### src/phase_cfg_pkg.sv
// Constants, register map and state type for phase detection and interleave
package phase_cfg_pkg;
  // --------------------------------------------------------------------
  // Clock and detection timing
  // --------------------------------------------------------------------
  localparam int CLK_PERIOD_PS    = 5000;
  localparam int DETECT_TIME_NS   = 30000;
  localparam int DETECT_CYCLES    = (DETECT_TIME_NS * 1000) / CLK_PERIOD_PS;
  localparam int DET_CNT_W        = 16;

  // --------------------------------------------------------------------
  // Register map and fields
  // --------------------------------------------------------------------
  localparam logic [7:0] REG_OSC_SEL   = 8'hf7;
  localparam logic [7:0] REG_STATUS    = 8'hf8;
  localparam logic [7:0] OSC_SEL_RST   = 8'h00;
  localparam int         OSC_OVR_BIT   = 5;
  localparam int         OSC_CODE_W    = 5;

  // --------------------------------------------------------------------
  // Ramp oscillator: phase accumulator and per-count spacing
  // --------------------------------------------------------------------
  localparam int          ACC_W    = 16;
  localparam logic [15:0] INC_MIN  = 16'h0042;
  localparam logic [15:0] INC_STEP = 16'h0009;
  localparam logic [15:0] SPACE_1  = 16'h0000;
  localparam logic [15:0] SPACE_2  = 16'h8000;
  localparam logic [15:0] SPACE_3  = 16'h5555;
  localparam logic [15:0] SPACE_4  = 16'h4000;
  localparam logic [15:0] HALF_1   = 16'h8000;
  localparam logic [15:0] HALF_2   = 16'h4000;
  localparam logic [15:0] HALF_3   = 16'h2aab;
  localparam logic [15:0] HALF_4   = 16'h2000;

  // --------------------------------------------------------------------
  // Phase counts and sequencer states
  // --------------------------------------------------------------------
  localparam logic [2:0] PH_1 = 3'h1;
  localparam logic [2:0] PH_2 = 3'h2;
  localparam logic [2:0] PH_3 = 3'h3;
  localparam logic [2:0] PH_4 = 3'h4;
  localparam int         N_MAIN = 4;

  // Driven main channels per count; tied straps float their matching outputs
  localparam logic [3:0] USE_1 = 4'h1;
  localparam logic [3:0] USE_2 = 4'h5;
  localparam logic [3:0] USE_3 = 4'h7;
  localparam logic [3:0] USE_4 = 4'hf;

  typedef enum logic [1:0] {ST_IDLE, ST_DETECT, ST_RUN} seq_state_t;
endpackage

### src/phase_count_detect.sv
// Start-up phase detection, PWM output configuration and ramp interleave
`timescale 1ns/100ps
`default_nettype none
// Function
// RL1: No strap tied high selects four main-rail phases.
// RL2: Strap4 gives three, straps 2+4 give two, straps 2+3+4 give one phase.
// RL3: Second-rail strap tied high disables the second rail only.
// RL4: While enabled and before soft start, sink current on straps 2 to 4.
// RL5: A strap above threshold counts as tied, otherwise not tied.
// RL6: Phase 1 output held low for the whole fixed detection interval.
// RL7: After detection remove sinks and run untied phases normally.
// RL8: Tied straps lose their sink; matching outputs go high impedance.
// RL9: Each phase output is independent; overlap and near full duty allowed.
// RL10: Frequency from resistor code or register, 32 steps.
// RL11: Main ramps equally spaced; second rail halfway between phases 1 and 2.
// RL12: Ramp supply lockout acts only while enabled.
// RL13: Steady-state pulses centre on ramp valley, both edges modulated.
// RL14: Outputs at mid level after detection until each phase's first pulse.
// RL15: Latch configuration at detection end; hold until enable drops.
module phase_count_detect
  import phase_cfg_pkg::*;
#(
  parameter int DETECT_CNT = phase_cfg_pkg::DETECT_CYCLES
) (
  input  wire logic                  clk,                     // 200 MHz clock
  input  wire logic                  rst_n,                   // Async reset, low
  input  wire logic                  enable,                  // Controller enable
  input  wire logic                  phase_sense_strap_2,     // Strap 2 comparator
  input  wire logic                  phase_sense_strap_3,     // Strap 3 comparator
  input  wire logic                  phase_sense_strap_4,     // Strap 4 comparator
  input  wire logic                  second_rail_sense_strap, // Second rail strap
  input  wire logic                  ramp_supply_sense_pin,   // Ramp supply above 4 V
  input  wire logic [phase_cfg_pkg::OSC_CODE_W-1:0] rosc_code, // Resistor code
  input  wire logic [7:0]            main_demand,             // Main error level
  input  wire logic [7:0]            second_demand,           // Second rail level
  input  wire logic                  reg_wr,                  // Register write
  input  wire logic                  reg_rd,                  // Register read
  input  wire logic [7:0]            reg_addr,                // Register address
  input  wire logic [7:0]            reg_wdata,               // Write data
  output logic [7:0]                 reg_rdata,               // Read data
  output logic [2:0]                 strap_sink_on,           // Sinks, straps 4..2
  output logic                       phase1_pulse_out,        // Phase 1 level
  output logic                       phase1_pulse_oe,         // Phase 1 driven
  output logic                       phase1_pulse_mid,        // Phase 1 mid level
  output logic                       phase2_pulse_out,        // Phase 2 level
  output logic                       phase2_pulse_oe,         // Phase 2 driven
  output logic                       phase2_pulse_mid,        // Phase 2 mid level
  output logic                       phase3_pulse_out,        // Phase 3 level
  output logic                       phase3_pulse_oe,         // Phase 3 driven
  output logic                       phase3_pulse_mid,        // Phase 3 mid level
  output logic                       phase4_pulse_out,        // Phase 4 level
  output logic                       phase4_pulse_oe,         // Phase 4 driven
  output logic                       phase4_pulse_mid,        // Phase 4 mid level
  output logic                       second_rail_pulse_out,   // Second rail level
  output logic                       second_rail_pulse_oe,    // Second rail driven
  output logic                       second_rail_pulse_mid,   // Second rail mid
  output logic [2:0]                 phase_count,             // Latched count
  output logic                       second_rail_off,         // Second rail disabled
  output logic                       soft_start_go,           // Detection complete
  output logic                       supply_low_lockout       // Ramp supply lockout
);
  import phase_cfg_pkg::*;

  localparam int NCH = N_MAIN + 1;

  // ----------------------------------------------------------------------
  // Reset synchroniser
  // ----------------------------------------------------------------------
  logic rst_m_q;
  logic rst_s_n;

  // Second stage only feeds the design
  always_ff @(posedge clk or negedge rst_n) begin
    if (!rst_n) begin
      rst_m_q <= 1'b0;
      rst_s_n <= 1'b0;
    end else begin
      rst_m_q <= 1'b1;
      rst_s_n <= rst_m_q;
    end
  end

  // ----------------------------------------------------------------------
  // Sequencer and detection timer
  // ----------------------------------------------------------------------
  seq_state_t           st_q;
  logic [DET_CNT_W-1:0] det_cnt_q;
  logic                 det_done;
  logic [2:0]           dec_count;

  assign det_done = (st_q == ST_DETECT) && (det_cnt_q == DET_CNT_W'(DETECT_CNT - 1));

  // Enable low acts as the sequence reset, so each enable re-detects
  always_ff @(posedge clk or negedge rst_s_n) begin
    if (!rst_s_n) begin
      st_q <= ST_IDLE;
    end else if (!enable) begin
      st_q <= ST_IDLE; // [RL15]
    end else begin
      unique case (st_q)
        ST_IDLE:   st_q <= ST_DETECT;
        ST_DETECT: st_q <= det_done ? ST_RUN : ST_DETECT; // [RL6]
        ST_RUN:    st_q <= ST_RUN;
      endcase
    end
  end

  // Interval counter runs only inside detection
  always_ff @(posedge clk or negedge rst_s_n) begin
    if (!rst_s_n) begin
      det_cnt_q <= '0;
    end else if (st_q == ST_DETECT && enable) begin
      det_cnt_q <= det_cnt_q + DET_CNT_W'(1); // [RL6]
    end else begin
      det_cnt_q <= '0;
    end
  end

  strap_phase_decode u_decode (
    .tied_2 (phase_sense_strap_2),
    .tied_3 (phase_sense_strap_3),
    .tied_4 (phase_sense_strap_4),
    .count  (dec_count)
  );

  // Straps are sampled once, in the last cycle of the interval
  always_ff @(posedge clk or negedge rst_s_n) begin
    if (!rst_s_n) begin
      phase_count     <= PH_4;
      second_rail_off <= 1'b0;
    end else if (det_done && enable) begin
      phase_count     <= dec_count;               // [RL1] [RL2] [RL5] [RL15]
      second_rail_off <= second_rail_sense_strap; // [RL3]
    end
  end

  // Sinks pull untied straps low only during the probe
  always_ff @(posedge clk or negedge rst_s_n) begin
    if (!rst_s_n) begin
      strap_sink_on <= '0;
      soft_start_go <= 1'b0;
    end else begin
      strap_sink_on <= (enable && st_q != ST_RUN && !det_done) ? 3'h7 : 3'h0; // [RL4] [RL7]
      soft_start_go <= enable && (det_done || st_q == ST_RUN);
    end
  end

  // ----------------------------------------------------------------------
  // Frequency select register and status readback
  // ----------------------------------------------------------------------
  logic [7:0] osc_sel_q;

  // Written value survives enable cycling
  always_ff @(posedge clk or negedge rst_s_n) begin
    if (!rst_s_n) begin
      osc_sel_q <= OSC_SEL_RST;
    end else if (reg_wr && reg_addr == REG_OSC_SEL) begin
      osc_sel_q <= reg_wdata; // [RL10]
    end
  end

  // Unmapped addresses read zero
  always_ff @(posedge clk or negedge rst_s_n) begin
    if (!rst_s_n) begin
      reg_rdata <= '0;
    end else if (reg_rd) begin
      if (reg_addr == REG_OSC_SEL) begin
        reg_rdata <= osc_sel_q;
      end else if (reg_addr == REG_STATUS) begin
        reg_rdata <= {3'h0, st_q == ST_RUN, second_rail_off, phase_count};
      end else begin
        reg_rdata <= '0;
      end
    end
  end

  // ----------------------------------------------------------------------
  // Ramp oscillator and phase offsets
  // ----------------------------------------------------------------------
  logic [OSC_CODE_W-1:0] code;
  logic [ACC_W-1:0]      inc;
  logic [ACC_W-1:0]      acc_q;
  logic [ACC_W-1:0]      space;
  logic [ACC_W-1:0]      half;
  logic [NCH-1:0]        chan_pulse;
  logic [NCH-1:0]        active;
  logic [N_MAIN-1:0]     main_mask;

  // Register override wins over the resistor code
  assign code = osc_sel_q[OSC_OVR_BIT] ? osc_sel_q[OSC_CODE_W-1:0] : rosc_code; // [RL10]
  assign inc  = INC_MIN + ACC_W'(code * INC_STEP);

  always_ff @(posedge clk or negedge rst_s_n) begin
    if (!rst_s_n) begin
      acc_q <= '0;
    end else begin
      acc_q <= acc_q + inc;
    end
  end

  // Spacing is a full turn over the count; two phases run on channels 1 and 3,
  // so quarter steps put channel 3 half a turn from channel 1
  always_comb begin
    unique case (phase_count)
      PH_1:    begin space = SPACE_1; half = HALF_1; main_mask = USE_1; end
      PH_2:    begin space = SPACE_4; half = HALF_2; main_mask = USE_2; end
      PH_3:    begin space = SPACE_3; half = HALF_3; main_mask = USE_3; end
      default: begin space = SPACE_4; half = HALF_4; main_mask = USE_4; end
    endcase
  end

  // Main phases, one channel each, fully independent
  for (genvar i = 0; i < N_MAIN; i++) begin : g_main
    ramp_phase_channel #(.AW(ACC_W), .DW(8)) u_ch (
      .clk     (clk),
      .rst_s_n (rst_s_n),
      .run     (st_q == ST_RUN),
      .acc     (acc_q),
      .offset  (ACC_W'(i * space)), // [RL11] [RL13]
      .demand  (main_demand),
      .pulse_q (chan_pulse[i])
    );
    assign active[i] = main_mask[i]; // [RL8]
  end

  // Second rail halfway between main phases 1 and 2
  ramp_phase_channel #(.AW(ACC_W), .DW(8)) u_second (
    .clk     (clk),
    .rst_s_n (rst_s_n),
    .run     (st_q == ST_RUN),
    .acc     (acc_q),
    .offset  (half), // [RL11]
    .demand  (second_demand),
    .pulse_q (chan_pulse[N_MAIN])
  );
  assign active[N_MAIN] = !second_rail_off;

  // ----------------------------------------------------------------------
  // Ramp supply lockout
  // ----------------------------------------------------------------------
  // Disabled pin is high impedance, so its level means nothing then
  always_ff @(posedge clk or negedge rst_s_n) begin
    if (!rst_s_n) begin
      supply_low_lockout <= 1'b0;
    end else begin
      supply_low_lockout <= enable && !ramp_supply_sense_pin; // [RL12]
    end
  end

  // ----------------------------------------------------------------------
  // Output stage: level, enable and mid state per channel
  // ----------------------------------------------------------------------
  logic [NCH-1:0] out_q;
  logic [NCH-1:0] oe_q;
  logic [NCH-1:0] mid_q;
  logic           running;

  assign running = (st_q == ST_RUN) && enable && !supply_low_lockout;

  // Low while idle or probing; unused channels float after detection
  always_ff @(posedge clk or negedge rst_s_n) begin
    if (!rst_s_n) begin
      out_q <= '0;
      oe_q  <= '1;
    end else if (st_q == ST_RUN && enable) begin
      out_q <= running ? (chan_pulse & active & ~mid_q) : '0; // [RL9]
      oe_q  <= active; // [RL8] [RL3]
    end else begin
      out_q <= '0; // [RL6]
      oe_q  <= '1;
    end
  end

  // Mid state released by the first real pulse of each channel
  always_ff @(posedge clk or negedge rst_s_n) begin
    if (!rst_s_n) begin
      mid_q <= '0;
    end else if (det_done && enable) begin
      mid_q <= '1; // [RL14]
    end else if (st_q != ST_RUN || !enable) begin
      mid_q <= '0;
    end else if (running) begin
      mid_q <= mid_q & ~chan_pulse; // [RL14]
    end
  end

  assign phase1_pulse_out      = out_q[0];
  assign phase2_pulse_out      = out_q[1];
  assign phase3_pulse_out      = out_q[2];
  assign phase4_pulse_out      = out_q[3];
  assign second_rail_pulse_out = out_q[4];
  assign phase1_pulse_oe       = oe_q[0];
  assign phase2_pulse_oe       = oe_q[1];
  assign phase3_pulse_oe       = oe_q[2];
  assign phase4_pulse_oe       = oe_q[3];
  assign second_rail_pulse_oe  = oe_q[4];
  assign phase1_pulse_mid      = mid_q[0];
  assign phase2_pulse_mid      = mid_q[1];
  assign phase3_pulse_mid      = mid_q[2];
  assign phase4_pulse_mid      = mid_q[3];
  assign second_rail_pulse_mid = mid_q[4];
endmodule
`default_nettype wire

### src/ramp_phase_channel.sv
// One interleaved triangle ramp and dual-edge pulse comparator
`timescale 1ns/100ps
`default_nettype none
module ramp_phase_channel #(
  parameter int AW = 16,
  parameter int DW = 8
) (
  input  wire logic          clk,      // System clock
  input  wire logic          rst_s_n,  // Synchronised reset
  input  wire logic          run,      // Modulation allowed
  input  wire logic [AW-1:0] acc,      // Shared oscillator phase
  input  wire logic [AW-1:0] offset,   // This channel's phase shift
  input  wire logic [DW-1:0] demand,   // Error amplifier level
  output logic               pulse_q   // Registered pulse
);
  logic [AW-1:0] ph;
  logic [AW-2:0] tri_v;

  // Triangle valley sits at phase zero so the pulse centres on it
  assign ph    = acc + offset;
  assign tri_v = ph[AW-1] ? ~ph[AW-2:0] : ph[AW-2:0];

  // Both edges move with demand; full demand gives near full duty
  always_ff @(posedge clk or negedge rst_s_n) begin
    if (!rst_s_n) begin
      pulse_q <= 1'b0;
    end else begin
      pulse_q <= run && (demand > tri_v[AW-2 -: DW]);
    end
  end
endmodule
`default_nettype wire

### src/strap_phase_decode.sv
// Strap-level to main-rail phase count decoder
`timescale 1ns/100ps
`default_nettype none
module strap_phase_decode (
  input  wire logic       tied_2,  // Strap 2 above threshold
  input  wire logic       tied_3,  // Strap 3 above threshold
  input  wire logic       tied_4,  // Strap 4 above threshold
  output logic [2:0]      count    // Decoded main phase count
);
  import phase_cfg_pkg::*;

  // Unlisted combinations fall back to the widest match
  always_comb begin
    if (tied_2 && tied_3 && tied_4) begin
      count = PH_1;
    end else if (tied_2 && tied_4) begin
      count = PH_2;
    end else if (tied_4) begin
      count = PH_3;
    end else begin
      count = PH_4;
    end
  end
endmodule
`default_nettype wire
### config.mk
export PLATFORM = sky130hd
export DESIGN_NAME = phase_count_detect
export DESIGN_NICKNAME = d
export VERILOG_FILES = /design/src/phase_cfg_pkg.sv /design/src/phase_count_detect.sv /design/src/ramp_phase_channel.sv /design/src/strap_phase_decode.sv
export SDC_FILE = /design/constraint.sdc
export NUM_CORES = 1
export LEC_CHECK = 0
export BUFFER_PORTS_ARGS = -buffer_cell sky130_fd_sc_hd__buf_2
export CAP_MARGIN = 20
export CORE_UTILIZATION = 59
export CTS_BUF_LIST = sky130_fd_sc_hd__clkbuf_2
export DETAILED_ROUTE_END_ITERATION = 7
export GPL_ROUTABILITY_DRIVEN = 0
export PLACE_DENSITY = 0.82
export SLEW_MARGIN = 20
export SYNTH_ARGS = -nofsm -noshare
export SYNTH_HDL_FRONTEND = slang
export SYNTH_SLANG_ARGS = --single-unit
### constraint.sdc
create_clock -name clk -period 4.85 [get_ports clk]
set_input_delay 0.97 -clock clk [delete_from_list [all_inputs] [get_ports clk]]
set_output_delay 0.97 -clock clk [all_outputs]
set_load 0.02 [all_outputs]
Word-level counts from Yosys, hierarchy flattened
Cells that the tools add are included.

Input bits: 47. Output and inout bits: 32. Register bits after elaboration: 81.

$add $sub $neg: 7. Eq/ne operators: 9. Bitwise operators: 10. Multiply operators: 2. Order comparisons: 5. Mux-type cells: 25. Reduce and logical (&&, ||, !) cells: 27.

Operators by type and width (number): $mux 15 (5); $not 15->15 (5); $add 16x16->16 (3); $pmux 16 s3 (1); $gt 8x8->1 (5); $mux 5 (8); $pmux 15 s2 (1); $logic_and 1x1->1 (18); $add 16x1->16 const B (1); $add 16x10->16 (1); $add 16x15->16 (1); $eq 16x13->1 const B (1); $eq 8x8->1 const B (2); $mul 2x15->16 const A (1); $mux 16 (1); $and 5x5->5 (3); $mux 3 (4); $pmux 4 s3 (1); $add 7x9->10 const A (1); $not 5->5 (2); $mul 5x4->9 const B (1); $mux 8 (1); $eq 3x2->1 const B (2); $pmux 2 s3 (1); 9 further kinds (15).

Logic depth before layout (Yosys ltp)
Depth after elaboration: 8. Gate-level depth with buffers: 18. Depth with buffers taken out: 17.

Hierarchy
Synthesis repeated with hierarchy kept, for this count alone.

Cell total of the unflattened synthesis: 823. Area, all modules: 8007.7 um^2.

By module, submodules not included: phase_count_detect (instances 1, sequential area each 1833.0 um^2, area each 3699.8 um^2, cells an instance 329); ramp_phase_channel (g_main[0].u_ch ...) (instances 4, sequential area each 25.0 um^2, area each 867.1 um^2, cells an instance 100); ramp_phase_channel (u_second) (instances 1, sequential area each 25.0 um^2, area each 822.0 um^2, cells an instance 90); strap_phase_decode (instances 1, sequential area each 0.0 um^2, area each 17.5 um^2, cells an instance 4).

Least setup slack after synthesis
No wires, ideal clock.

Path type: register to register. Start: register phase_count[1]. End: register g_main[3].u_ch.pulse_q. Slack: 922 ps. Cell stages (with the launch flop): 18. Arrival: 3808 ps. Required time: 4730 ps. Buffers on the path: 1. Path through: dfrtp_1 buf_2 and3b_2 ha_1 ha_1 a21o_1 a21o_1 a21oi_1 nand3_1 mux2i_1 nor2_4 xnor2_1 ha_1 a21o_1 a21o_1 a21oi_1 o21ai_0 o211a_1.

Cells in the longest elaborated chain, start to end: 8.

RTL lines: from (decl) (RTL line phase_count_detect.sv:57) `output logic [2:0] phase_count,`; from (signal assigned) (RTL line phase_count_detect.sv:132) `phase_count <= dec_count;`; $eq 3x2->1 / $eq 3x1->1 (equally long branches) (RTL line phase_count_detect.sv:204) `unique case (phase_count)`; $pmux 15 s2 (*) (RTL line phase_count_detect.sv:204); $mul 2x15->16 (*) (RTL line phase_count_detect.sv:219) `.offset (ACC_W'(i * space)),`; $add 16x16->16 (*) (RTL line ramp_phase_channel.sv:20) `assign ph = acc + offset;`; $not 15->15 (RTL line ramp_phase_channel.sv:21) `assign tri_v = ph[AW-1] ? ~ph[AW-2:0] : ph[AW-2:0];`; $mux 15 (*) (RTL line ramp_phase_channel.sv:21); $gt 8x8->1 (*) (RTL line ramp_phase_channel.sv:28) `pulse_q <= run && (demand > tri_v[AW-2 -: DW]);`; $logic_and 1x1->1 (*) (RTL line ramp_phase_channel.sv:28); to (signal assigned) (RTL line ramp_phase_channel.sv:28); to (decl) (RTL line ramp_phase_channel.sv:14) `output logic pulse_q`.

Mark *: on every way between the ends. The rest lies on a longest branch, timed or not. A chain may end at the register's enable or synchronous reset.

Worst setup path after layout
Start: register phase_count[2]. End: register g_main[2].u_ch.pulse_q.

Cells in the longest elaborated chain, start to end: 7.

RTL lines (RTL line): $eq 3x2->1 / $eq 3x1->1 (equally long branches) (phase_count_detect.sv:204); $pmux 15 s2 (*) (phase_count_detect.sv:204); $add 16x16->16 (*) (ramp_phase_channel.sv:20); $not 15->15 (ramp_phase_channel.sv:21); $mux 15 (*) (ramp_phase_channel.sv:21); $gt 8x8->1 (*) (ramp_phase_channel.sv:28); $logic_and 1x1->1 (*) (ramp_phase_channel.sv:28); to (signal assigned) (ramp_phase_channel.sv:28); to (decl) (ramp_phase_channel.sv:14).

Marks and branches as above.

==> metrics.txt <==
status completed; PortBufs between 70 and 80; CTS tree built; crit path cell chain and3b_2 -> ha_1 -> nand2_1 -> or3_1 -> o21ai_2 -> o211a_1 -> o21ai_1 -> xnor2_2 -> xnor2_1 -> ha_1 -> a21o_1 -> a21o_1 -> a21oi_1 -> o21ai_0 -> o211a_1; Worst-Skew Late Latency 580 ps; synth warn 0; Period minus WS final around 4400 ps; Final Hold Viols 0; proportion of synthesized area in mux cells 2.50%; TNS Setup 0 ps; unrepaired setup endpoints after global routing no; HP Class in -> async; clock slew at reported path FFs ~230 ps; syn_area_per_cell roughly 9.6 sq um; Worst-Margin Slew roughly 810 ps; Clock Skew about 35 ps; Worst EP required between 5000 and 6000 ps; Synth Area in Adders 19.6%; compound-gate portion of the synthesized area approximately 15%; most common cell after layout, fill and taps aside ha_1; vias in the first global route roughly 5600; Unique masters post-synth 73; maximum capacitance violations 0; WHS around 120 ps; DRT iter0 DRCs between 300 and 400; Die X about 110 um; total grt overflow 0; sequential share of power between 20% and 30%; register area share after synthesis slightly below 30%; Gate power share 57.3%; htree depth 3; Tcrit/Tclk final 90.2%; drt total wl between 15000 and 20000 um; Residual DRC 0; Synth Area in Simple Gates between 10% and 20%; ANT nets after route 0; initial antenna violation count 0; P_leak 3.55 nW; Post-synth ARST share 100%; std cell rows 38; P&R area growth vs syn 9.34%; total number of vias between 5000 and 6000; first-pass GRT wire length approximately 26000 um; worst path arrival time 4880 ps; I/O pins 79; clock root cell clkbuf_2; Psw about 1.3 mW; Mapped Cells around 700; setup violators final 0; crit path launch type flop; clock share of power between 10% and 20%; critical path fanouts, max 19; cts hold-fix bufs 0; Die Y ~110 um; CTS Buf Count 9; Max IR drop VDD approximately 390 uV; final net count just over 900; die area 0.0117 sq mm; Post-CTS Setup Bufs 0; initial core utilization between 60 and 70%; GRT Util Overall 28.7%; Rel. slew slack a little under half; fin. max-slew vios 0; Switching Share around 44%; drt pass-1 iters 6; Top FF cell, synth dfrtp_1; DR WL/cell around 17 um; worst-case clock buffer depth 2; largest family of logic cells by synthesized area adder cells; CP peak stage delay between 700 and 800 ps; number of synthesized flops with an enable pin 0; Fillers 845; slowest stage cell, crit path dfstp_2; Power Density between 400 and 500 mW/mm^2; # resized after CTS 0; crit end category flop; kind of critical path reg -> reg; vias per cell 5.98; Detailed Place HPWL about 12000 um; Antenna Cells 0; fmax roughly 230 MHz; largest net degree at the start of global routing 58; Post-Syn Area between 0.006 and 0.007 sq mm; cell internal pwr 1.70 mW; most frequent cells in the layout ha_1, buf_2, xnor2_1, dfrtp_1, nand2_1; register bit total from synthesis between 70 and 80; CTS Sinks between 70 and 80; post-synthesis xor/xnor area fraction approximately 14%; share of cells above drive strength 1 18.9%; core footprint between 0.01 and 0.015 sq mm
==> power groups by stage <==
stage / clock network, mW / logic, mW / registers [mW]
after floorplan: 0 / 1.39 / 0.828
after global placement: 0 / 1.60 / 0.898
after detailed placement: 0 / 1.72 / 0.898
after CTS: 0.420 / 1.74 / 0.885
after global routing: 0.440 / 1.97 / 0.903
final: 0.414 / 1.74 / 0.888
==> kinds of logic (layout without fill, tap and decap cells) <==
logic type | count (synthesis) | after routing
adder cells (fa/ha/maj) | 101 | 101
buffers and inverters | 55 | 130
AO/OA/AOI/OAI | 143 | 143
AND/OR/NAND/NOR | 202 | 202
flip-flops | 78 | 78
XOR/XNOR | 101 | 101
other | 1 | 2
multiplexers | 15 | 15
==> Yosys cell counts (3+ instances only) <==
| cell type | n | share of area (%) |
|---|---|---|
| a211oi_1 | 4 | 0.45 |
| a21boi_0 | 4 | 0.45 |
| a21o_1 | 16 | 1.8 |
| a21oi_1 | 29 | 2.2 |
| a22oi_1 | 6 | 0.68 |
| a31o_2 | 6 | 0.79 |
| a31oi_1 | 12 | 1.1 |
| a41oi_1 | 3 | 0.40 |
| and2_1 | 4 | 0.38 |
| and3_1 | 13 | 1.2 |
| buf_4 | 7 | 0.79 |
| clkbuf_1 | 11 | 0.62 |
| dfrtp_1 | 73 | 27 |
| dfstp_2 | 5 | 2.0 |
| fa_1 | 5 | 1.5 |
| ha_1 | 96 | 18 |
| inv_1 | 33 | 1.9 |
| mux2_2 | 13 | 2.2 |
| nand2_1 | 50 | 2.8 |
| nand2b_1 | 14 | 1.3 |
| nand3_1 | 23 | 1.7 |
| nand4_1 | 12 | 1.1 |
| nor2_1 | 47 | 2.7 |
| nor2b_1 | 11 | 1.0 |
| nor3_1 | 5 | 0.38 |
| nor4b_1 | 5 | 0.66 |
| o211a_1 | 6 | 0.90 |
| o21ai_0 | 32 | 2.4 |
| or3_1 | 4 | 0.38 |
| xnor2_1 | 72 | 9.5 |
| xor2_1 | 24 | 3.2 |
==> worst paths after layout <==
kind,from,to,slack [ps],cells after the start
worst max register to register,phase_count[2]$_DFFE_PN1P_,g_main[2].u_ch.pulse_q$_DFF_PN0_,470,15
max in group asynchronous,rst_s_n$_DFF_PN0_,acc_q[8]$_DFF_PN0_,3550,1
worst max-delay path,phase_count[2]$_DFFE_PN1P_,g_main[2].u_ch.pulse_q$_DFF_PN0_,470,15
min in group clk,rst_m_q$_DFF_PN0_,rst_s_n$_DFF_PN0_,400,0
worst min-delay path,rst_n,rst_m_q$_DFF_PN0_,120,1
worst min register to register,rst_s_n$_DFF_PN0_,det_cnt_q[15]$_DFF_PN0_,200,0
==> per-layer routing <==
layer | global-route usage [%] | routed length, um
met5 | 0 | 0
met4 | 11.2 | 401
met3 | 5.79 | 847
met2 | 50.1 | 7740
met1 | 34.5 | 6440
==> critical path, delay by kind of cell (launching register included) <==
kind	cells	cell delay, ps
adders and majority gates	2	910
DFF	1	710
xor gates and xnor gates	2	650
and+or+nand+nor	3	910
AOI/OAI and AO/OA	8	1140
==> metrics by stage <==
step                      power (mW)  util (%)  setup slack [ps]  instance area, sq um  cells
after detailed placement        2.62      65.5               550                  7130    896
after floorplan                 2.22         -               922                  6650    697
after global routing            3.32      66.8               214                  7270    912
final                           3.04      66.8               475                  7270    912
after CTS                       3.04      66.8               505                  7270    912
after global placement          2.49      65.5               711                  7130    896
==> final cells by class <==
type,instances,area (sq um),area share (%)
Clock buffer,11,55.1,0.757
Clock inverter,5,81.3,1.12
Sequential cell,78,1960,27.0
Tap cell,140,175,2.41
Inverter,33,124,1.70
Timing Repair Buffer,81,415,5.72
Multi-Input combinational cell,564,4460,61.3
==> sequential cells by signal (all words and copies together) (netlist names) <==
signal               flops
mid_q                    5
strap_sink_on            1
osc_sel_q                8
soft_start_go            1
out_q                    5
supply_low_lockout       1
second_rail_off          1
oe_q                     4
acc_q                   16
st_q                     2
rst_m_q                  1
phase_count              3
g_main.u_ch.pulse_q      4
rst_s_n                  1
u_second.pulse_q         1
reg_rdata                8
det_cnt_q               16
No activity file was read; power rests on OpenSTA's default activity.
